<file path="config.mk">
export PLATFORM = sky130hd
export DESIGN_NAME = comparator_event_control
export DESIGN_NICKNAME = d
export VERILOG_FILES = /design/src/logic/cmp_event_pkg.sv /design/src/logic/comparator_event_control.sv
export SDC_FILE = /design/constraint.sdc
export NUM_CORES = 1
export LEC_CHECK = 0
export ABC_AREA = 0
export BUFFER_PORTS_ARGS = -buffer_cell sky130_fd_sc_hd__buf_2
export CORE_ASPECT_RATIO = 1.1
export CORE_MARGIN = 3
export CORE_UTILIZATION = 45
export DETAILED_ROUTE_END_ITERATION = 10
export PLACE_DENSITY = 0.76
export SKIP_CTS_REPAIR_TIMING = 1
export SKIP_LAST_GASP = 1
export SLEW_MARGIN = 25
export SYNTH_ARGS = -nofsm -noshare
export SYNTH_HDL_FRONTEND = slang
export SYNTH_SLANG_ARGS = --single-unit
export TNS_END_PERCENT = 50
</file>
<file path="constraint.sdc">
create_clock -name core_clk -period 1.6 [get_ports core_clk]
set_input_delay 0.24 -clock core_clk [delete_from_list [all_inputs] [get_ports core_clk]]
set_output_delay 0.24 -clock core_clk [all_outputs]
set_load 0.01 [all_outputs]
</file>
<file path="src/logic/cmp_event_pkg.sv">
package cmp_event_pkg;
	// ------------------------------------------------------------
	// register map (byte addresses, one word each)
	// ------------------------------------------------------------
	localparam logic [7:0] CTRL0_OFFSET  = 8'h00;
	localparam logic [7:0] CTRL1_OFFSET  = 8'h04;
	localparam logic [7:0] CTRL2_OFFSET  = 8'h08;
	localparam logic [7:0] CTRL3_OFFSET  = 8'h0C;
	localparam logic [7:0] STATUS_OFFSET = 8'h10;

	// ------------------------------------------------------------
	// control field positions and codes
	// ------------------------------------------------------------
	localparam int ENABLE_BIT  = 7;
	localparam int IRQ_EN_BIT  = 6;
	localparam int SENSE_LSB   = 4;
	localparam int AUX_BIT     = 3;
	localparam int FLAG_LSB    = 4;
	localparam logic [7:0] CTRL_RESET    = 8'h00;
	localparam logic [7:0] NO_AUX_MASK   = 8'hF7;
	localparam logic [3:0] FLAGS_RESET   = 4'h0;
	localparam logic [1:0] SENSE_TOGGLE  = 2'h0;
	localparam logic [1:0] SENSE_FALL    = 2'h2;
	localparam logic [1:0] SENSE_RISE    = 2'h3;
	localparam logic [2:0] NEG_BANDGAP   = 3'h4;
	localparam logic [2:0] NEG_DAC       = 3'h5;
	localparam logic [2:0] NEG_PIN       = 3'h6;
	localparam logic [2:0] NEG_RESERVED  = 3'h7;
	localparam logic [3:0] NC_ALL_HIGH   = 4'hF;
	localparam logic [3:0] NC_ALL_LOW    = 4'h0;

	// ------------------------------------------------------------
	// carriers
	// ------------------------------------------------------------
	typedef struct packed {
		logic        psel;
		logic        penable;
		logic        pwrite;
		logic [7:0]  paddr;
		logic [31:0] pwdata;
	} apb_req_s;

	typedef struct packed {
		logic [31:0] prdata;
		logic        pready;
		logic        pslverr;
	} apb_rsp_s;

	typedef struct packed {
		logic [3:0][7:0] ctrl;
		logic [3:0]      flags;
		logic [3:0]      out;
		logic [3:0]      irq;
		logic [3:0]      trig;
		logic [3:0]      en_out;
		logic [3:0][2:0] neg_sel;
		logic            clk_sel;
		logic            cap_src;
		logic [3:0]      cap_hist;
		logic            cap_filt;
		logic            cap_event;
		logic            cap_irq;
		apb_rsp_s        rsp;
	} state_s;
endpackage

</file>
<file path="src/logic/comparator_event_control.sv">
module comparator_event_control (
	input  wire logic                     core_clk,
	input  wire logic                     arst_n,
	input  wire cmp_event_pkg::apb_req_s  apb_req,
	output      cmp_event_pkg::apb_rsp_s  apb_rsp,
	input  wire logic [3:0]               cmp_decision,
	input  wire logic [3:0]               vector_ack,
	input  wire logic                     capture_irq_mask,
	input  wire logic                     capture_edge_select,
	input  wire logic                     capture_noise_cancel,
	output      logic [3:0]               cmp_enable,
	output      logic [3:0][2:0]          cmp_neg_sel,
	output      logic                     cmp_clock_select,
	output      logic [3:0]               cmp_irq,
	output      logic [3:0]               conv_trigger,
	output      logic                     capture_input,
	output      logic                     capture_event,
	output      logic                     capture_irq
);
	cmp_event_pkg::state_s st_reg;
	cmp_event_pkg::state_s st_next;
	logic [3:0]            new_out;
	logic [3:0]            ev;
	logic [3:0]            w1c;
	logic [3:0]            ie_vec;
	logic [3:0]            en_vec;
	logic [7:0]            rd_byte;
	logic                  rd_err;
	logic                  apb_load;
	logic                  apb_fire;
	logic                  link;

	// ------------------------------------------------------------
	// next-state logic
	// ------------------------------------------------------------
	always_comb begin
		st_next  = st_reg;
		w1c      = 4'h0;
		rd_byte  = 8'h00;
		rd_err   = 1'b0;
		link     = st_reg.ctrl[1][cmp_event_pkg::AUX_BIT];
		apb_load = apb_req.psel & apb_req.penable & ~st_reg.rsp.pready;
		apb_fire = apb_req.psel & apb_req.penable & st_reg.rsp.pready;
		for (int i = 0; i < 4; i++) begin
			en_vec[i] = st_reg.ctrl[i][cmp_event_pkg::ENABLE_BIT];
			ie_vec[i] = st_reg.ctrl[i][cmp_event_pkg::IRQ_EN_BIT];
		end
		// sample the clocked comparators; reserved mux code yields low
		for (int i = 0; i < 4; i++) begin
			new_out[i] = en_vec[i] & cmp_decision[i]
				& (st_reg.ctrl[i][2:0] != cmp_event_pkg::NEG_RESERVED);
		end
		// edge detect per comparator against its own sense field
		for (int i = 0; i < 4; i++) begin
			case (st_reg.ctrl[i][cmp_event_pkg::SENSE_LSB +: 2])
				cmp_event_pkg::SENSE_TOGGLE: ev[i] = new_out[i] ^ st_reg.out[i];
				cmp_event_pkg::SENSE_FALL:   ev[i] = ~new_out[i] & st_reg.out[i];
				cmp_event_pkg::SENSE_RISE:   ev[i] = new_out[i] & ~st_reg.out[i];
				default:                     ev[i] = 1'b0;
			endcase
		end
		// address decode, shared by read and write
		if (apb_req.paddr == cmp_event_pkg::CTRL0_OFFSET) begin
			rd_byte = st_reg.ctrl[0];
		end else if (apb_req.paddr == cmp_event_pkg::CTRL1_OFFSET) begin
			rd_byte = st_reg.ctrl[1];
		end else if (apb_req.paddr == cmp_event_pkg::CTRL2_OFFSET) begin
			rd_byte = st_reg.ctrl[2] & cmp_event_pkg::NO_AUX_MASK;
		end else if (apb_req.paddr == cmp_event_pkg::CTRL3_OFFSET) begin
			rd_byte = st_reg.ctrl[3] & cmp_event_pkg::NO_AUX_MASK;
		end else if (apb_req.paddr == cmp_event_pkg::STATUS_OFFSET) begin
			rd_byte = {st_reg.flags, st_reg.out};
		end else begin
			rd_err = 1'b1;
		end
		// writes land only at the completing edge
		if (apb_fire && apb_req.pwrite && !rd_err) begin
			if (apb_req.paddr == cmp_event_pkg::STATUS_OFFSET) begin
				w1c = apb_req.pwdata[cmp_event_pkg::FLAG_LSB +: 4];
			end else if (apb_req.paddr == cmp_event_pkg::CTRL0_OFFSET) begin
				st_next.ctrl[0] = apb_req.pwdata[7:0];
			end else if (apb_req.paddr == cmp_event_pkg::CTRL1_OFFSET) begin
				st_next.ctrl[1] = apb_req.pwdata[7:0];
			end else if (apb_req.paddr == cmp_event_pkg::CTRL2_OFFSET) begin
				st_next.ctrl[2] = apb_req.pwdata[7:0] & cmp_event_pkg::NO_AUX_MASK;
			end else begin
				st_next.ctrl[3] = apb_req.pwdata[7:0] & cmp_event_pkg::NO_AUX_MASK;
			end
		end
		// one wait state so read data can come from a flop
		st_next.rsp.pready  = apb_load;
		st_next.rsp.pslverr = apb_load & rd_err;
		if (apb_load) begin
			st_next.rsp.prdata = {24'h000000, rd_byte};
		end
		// set wins over both clears so no event is lost
		st_next.out   = new_out;
		st_next.flags = (st_reg.flags & ~(w1c | (vector_ack & ie_vec))) | ev;
		for (int i = 0; i < 4; i++) begin
			st_next.irq[i]     = st_next.flags[i] & st_next.ctrl[i][cmp_event_pkg::IRQ_EN_BIT];
			st_next.en_out[i]  = st_next.ctrl[i][cmp_event_pkg::ENABLE_BIT];
			st_next.neg_sel[i] = st_next.ctrl[i][2:0];
		end
		st_next.trig    = st_next.flags;
		st_next.clk_sel = st_next.ctrl[0][cmp_event_pkg::AUX_BIT];
		// capture path: filter, then edge select, then mask
		st_next.cap_src  = link & st_reg.out[1];
		st_next.cap_hist = {st_reg.cap_hist[2:0], st_reg.cap_src};
		if (!link) begin
			// nothing of the comparator may leak once unlinked
			st_next.cap_hist = cmp_event_pkg::NC_ALL_LOW;
			st_next.cap_filt = 1'b0;
		end else if (!capture_noise_cancel) begin
			st_next.cap_filt = st_reg.cap_src;
		end else if (st_reg.cap_hist == cmp_event_pkg::NC_ALL_HIGH) begin
			st_next.cap_filt = 1'b1;
		end else if (st_reg.cap_hist == cmp_event_pkg::NC_ALL_LOW) begin
			st_next.cap_filt = 1'b0;
		end
		if (capture_edge_select) begin
			st_next.cap_event = link & st_next.cap_filt & ~st_reg.cap_filt;
		end else begin
			st_next.cap_event = link & ~st_next.cap_filt & st_reg.cap_filt;
		end
		st_next.cap_irq = st_next.cap_event & capture_irq_mask;
	end

	// ------------------------------------------------------------
	// state register
	// ------------------------------------------------------------
	always_ff @(posedge core_clk or negedge arst_n) begin
		if (!arst_n) begin
			st_reg       <= '0;
			st_reg.ctrl  <= {4{cmp_event_pkg::CTRL_RESET}};
			st_reg.flags <= cmp_event_pkg::FLAGS_RESET;
		end else begin
			st_reg <= st_next;
		end
	end

	// outputs straight from the state flops
	assign apb_rsp          = st_reg.rsp;
	assign cmp_enable       = st_reg.en_out;
	assign cmp_neg_sel      = st_reg.neg_sel;
	assign cmp_clock_select = st_reg.clk_sel;
	assign cmp_irq          = st_reg.irq;
	assign conv_trigger     = st_reg.trig;
	assign capture_input    = st_reg.cap_src;
	assign capture_event    = st_reg.cap_event;
	assign capture_irq      = st_reg.cap_irq;

	for (genvar g = 0; g < 4; g++) begin : g_chk

	end
endmodule

</file>
# --- After elaboration in Yosys (flattened, before gate mapping) ---
# Index checks and enable logic that the tools add are counted.
word_totals:
  reg_bits: 77
  input_bits: 56
  elab_cells: 139
op_classes:
  eq_ne: 17
  muxes: 30
  n_bitwise: 54
  n_reduce_logical: 13
op_table:
  columns: ["operator", "n"]
  rows:
  - ["8-bit 2-to-1 mux", 9]
  - ["32-bit 2-to-1 mux", 2]
  - ["1-bit bitwise AND", 30]
  - ["24-bit 2-to-1 mux", 1]
  - ["2-bit equality test (second input constant)", 8]
  - ["8-bit by 4-bit equality test with 1-bit output (second input constant)", 2]
  - ["16-bit 2-to-1 mux", 1]
  - ["1-bit inverter", 15]
  - ["4-bit 2-to-1 mux", 3]
  - ["3-bit inequality test (second input constant)", 4]
  - ["1-bit one-hot mux with 3 select lines", 4]
  - ["1-bit 2-to-1 mux", 10]
  - ["5-bit AND reduction", 2]
  - ["4-bit bitwise AND", 2]
  - ["8-bit by 3-bit equality test with 1-bit output (second input constant)", 1]
  - ["8-bit by 5-bit equality test with 1-bit output (second input constant)", 1]
  - ["2-bit logical NOT", 4]
  - ["8-bit logical NOT", 1]
  - ["4-bit OR", 2]
  - ["4-bit equality test (second input constant)", 1]
  - ["4-bit logical NOT", 1]
  - ["4-bit inverter", 1]
  - ["4-bit AND reduction", 1]
  - ["1-bit XOR", 4]
  - ["3 further kinds", 4]

# --- Longest topological paths before layout ---
depth:
  word_depth: 14
  ltp_mapped: 7

# --- Worst setup path after synthesis ---
# No wires, ideal clock.
synth_path:
  path_kind: "input-to-reg"
  startpoint: "input port apb_req[36] (netlist bit)"
  endpoint: "register st_reg (netlist bit cmp_irq[3])"
  arrival_time_ps: 1714
  t_required_ps: 1476
  setup_slack_ps: -239
  cell_stages: 4
  path_buffers: 0
  cell_sequence: "or4_4 -> nor4_4 -> mux2_4 -> a21boi_2"
synth_lines:
  columns: ["item", "line", "source"]
  rows:
  - ["start: declaration", "comparator_event_control.sv:4", "input wire cmp_event_pkg::apb_req_s apb_req,"]
  - ["end signal: assignment", "comparator_event_control.sv:137", "st_reg <= st_next;"]
  - ["end: declaration", "comparator_event_control.sv:20", "cmp_event_pkg::state_s st_reg;"]

==> results_dict.tcl <==
set metrics [dict create \
    status "finished, final reports clean" \
    drt-initial-drc-count 129 \
    ys_seq_area_frac 0.452 \
    cts_sinks 60 \
    overflow 0 \
    clock_skew_ns 0.00957 \
    cp_common_cell "nand3_1" \
    ys_types 37 \
    die_w_um 87.9 \
    postPlaceCellArea_mm2 0.00364 \
    critPathArrivalTime_ns 1.75 \
    setup_ws_ns 0.0688 \
    ir_drop_mv 0.544 \
    antenna_cells 0 \
    cpPeakStageDelay_ns 0.35 \
    finalCritPeriodShare 0.957 \
    dpl.cell_count 454 \
    stdcell_count 475 \
    dpl.hpwl_um 5530 \
    drt-total-wl_um 7400 \
    vias 2479 \
    grt_usage 0.186 \
    drive_gt1_frac 0.421 \
    maxSlewViolCount 0 \
    synth-async-reset-ratio 1.00 \
    rows 32 \
    drc 0 \
    cp_slowest_cell "dfrtp_1" \
    clk_latency_ns 0.34 \
    area_delta_synth_final_pct 17.7 \
    worst_ep_required_time_ns 1.82 \
    synthCells 314 \
    grt_max_degree 61 \
    hold_slack_ns 0.146 \
    drv_cap 0 \
    grt_antenna_before_repair 0 \
    die_area_mm2 0.00845 \
    clk_pin_slew_ns 0.07 \
    rsz0062_at_grt "yes" \
    cp_max_fo 2 \
    design.core.area_mm2 0.00709 \
    start_util 0.469 \
    routabilityCongestion 0.826 \
    multi_input_area_mm2 0.00142 \
    seq_area_mm2 0.00150 \
    max_freq_ghz 0.653 \
    setup_viol 0 \
    dieHeight_um 96.1 \
    finalHoldViolations 0 \
    io_pins 118 \
    wire_per_inst_um 15.6 \
    nNetsFinal 449 \
    synthFlopType "dfrtp_1" \
    layout_commonest_cell "buf_2" \
    p_leak_nw 2.04 \
    path_class "register to register" \
    ant_nets 0 \
    synth_enable_flop_cells 0 \
    ys_seq_elements 60 \
    dr.pass1.iters 4 \
    nFillCells 597 \
    htreeDepth 3 \
    cts_max_path_buffers 2 \
    path_cells "nand3_1, nand3_1, inv_1, ha_1, mux2_2, a21oi_1, a21boi_2" \
    synthesis.area_mm2 0.00332 \
    layout_common_cells "buf_2, dfrtp_1, mux2_2" \
    powerDensity_mw_per_mm2 847 \
    vias_per_cell 5.22 \
    ys_warn_count 0 \
    path_buf_inv 1 \
    critPathTopFamily "flip-flops" \
    final_area_mm2 0.00391 \
    place_ws_ns -0.196 \
    startpoint_type "register" \
    port_buffers 69 \
    avgSynthCellArea_um2 10.6 \
    grt_pass1_vias 2383 \
    grt_pass1_wl_um 11800 \
    cts_buffers 9 \
    largest_reg_flops 22 \
    critPathCaptureType "register" \
    min_path_type "input port to register" \
    cts_root_buffer "clkbuf_8" \
    fin_crit_ns 1.53 \
    cts_tree "done" \
]
## power breakdown
group / switching [mW] / internal (mW)
combinational: 0.204 / 0.143
clock: 0.587 / 0.799
sequential: 0.0238 / 1.55
total: 0.815 / 2.50
## area by class of cell
class | count | share of cell area
clock buffer | 12 | 0.0397
sequential | 60 | 0.384
clock inverter | 4 | 0.0122
tap | 85 | 0.0272
inverter | 16 | 0.0154
multi-input combinational | 196 | 0.363
timing repair buffer | 102 | 0.159
## cell usage after synthesis, types with 6 or more instances
cell      number  area, um^2
a21oi_1       12        60.1
a221oi_1       7        61.3
and2_1         7        43.8
buf_4         58         435
clkbuf_1       7        26.3
dfrtp_1       60        1500
ha_1           8         100
inv_1         16        60.1
mux2_2        32         360
nand2_1       19        71.3
nand2b_1       9        56.3
nand3_1       12        60.1
nand4_1        6        37.5
nor2b_1        9        56.3
o22ai_1        7        43.8
o31ai_1        8        60.1
## logic make-up after synthesis
| logic type | after synthesis | share of synthesized area |
|---|---|---|
| and+or+nand+nor | 86 | 0.152 |
| buffers and inverters | 81 | 0.157 |
| DFF | 60 | 0.452 |
| AOI/OAI and AO/OA | 43 | 0.0882 |
| muxes | 35 | 0.119 |
| adders and majority gates | 8 | 0.0301 |
| other | 1 | 0.00113 |
## metrics by stage
step / utilization / power [mW] / TNS, ns
3_3_place_gp: 0.514 / 1.94 / -2.74
4_1_cts: 0.543 / 3.34 / 0
6_report: 0.552 / 3.31 / 0
3_5_place_dp: 0.514 / 1.95 / -3.25
5_1_grt: 0.552 / 3.45 / -0.124
2_1_floorplan: - / 1.85 / -0.229
## per-layer routing
metal,up-vias,track usage,wire length [um]
li1,1158,-,-
met1,1194,0.232,3050
met2,114,0.315,3680
met3,13,0.0420,543
met4,0,0.0678,125
met5,-,0,0
## worst paths after layout
kind	start	to	slack [ns]	cells after the start
worst max register to register	cmp_neg_sel[9]	cmp_irq[3]	0.07	7
max in group asynchronous	arst_n	cmp_irq[1]	0.89	3
min in group asynchronous	arst_n	st_reg[77]	0.42	3
worst min register to register	apb_rsp[5]	apb_rsp[5]	0.50	1
worst min-delay path	apb_req[3]	link	0.15	2
worst max-delay path	cmp_neg_sel[9]	cmp_irq[3]	0.07	7
(Power assumes the default switching activity.)
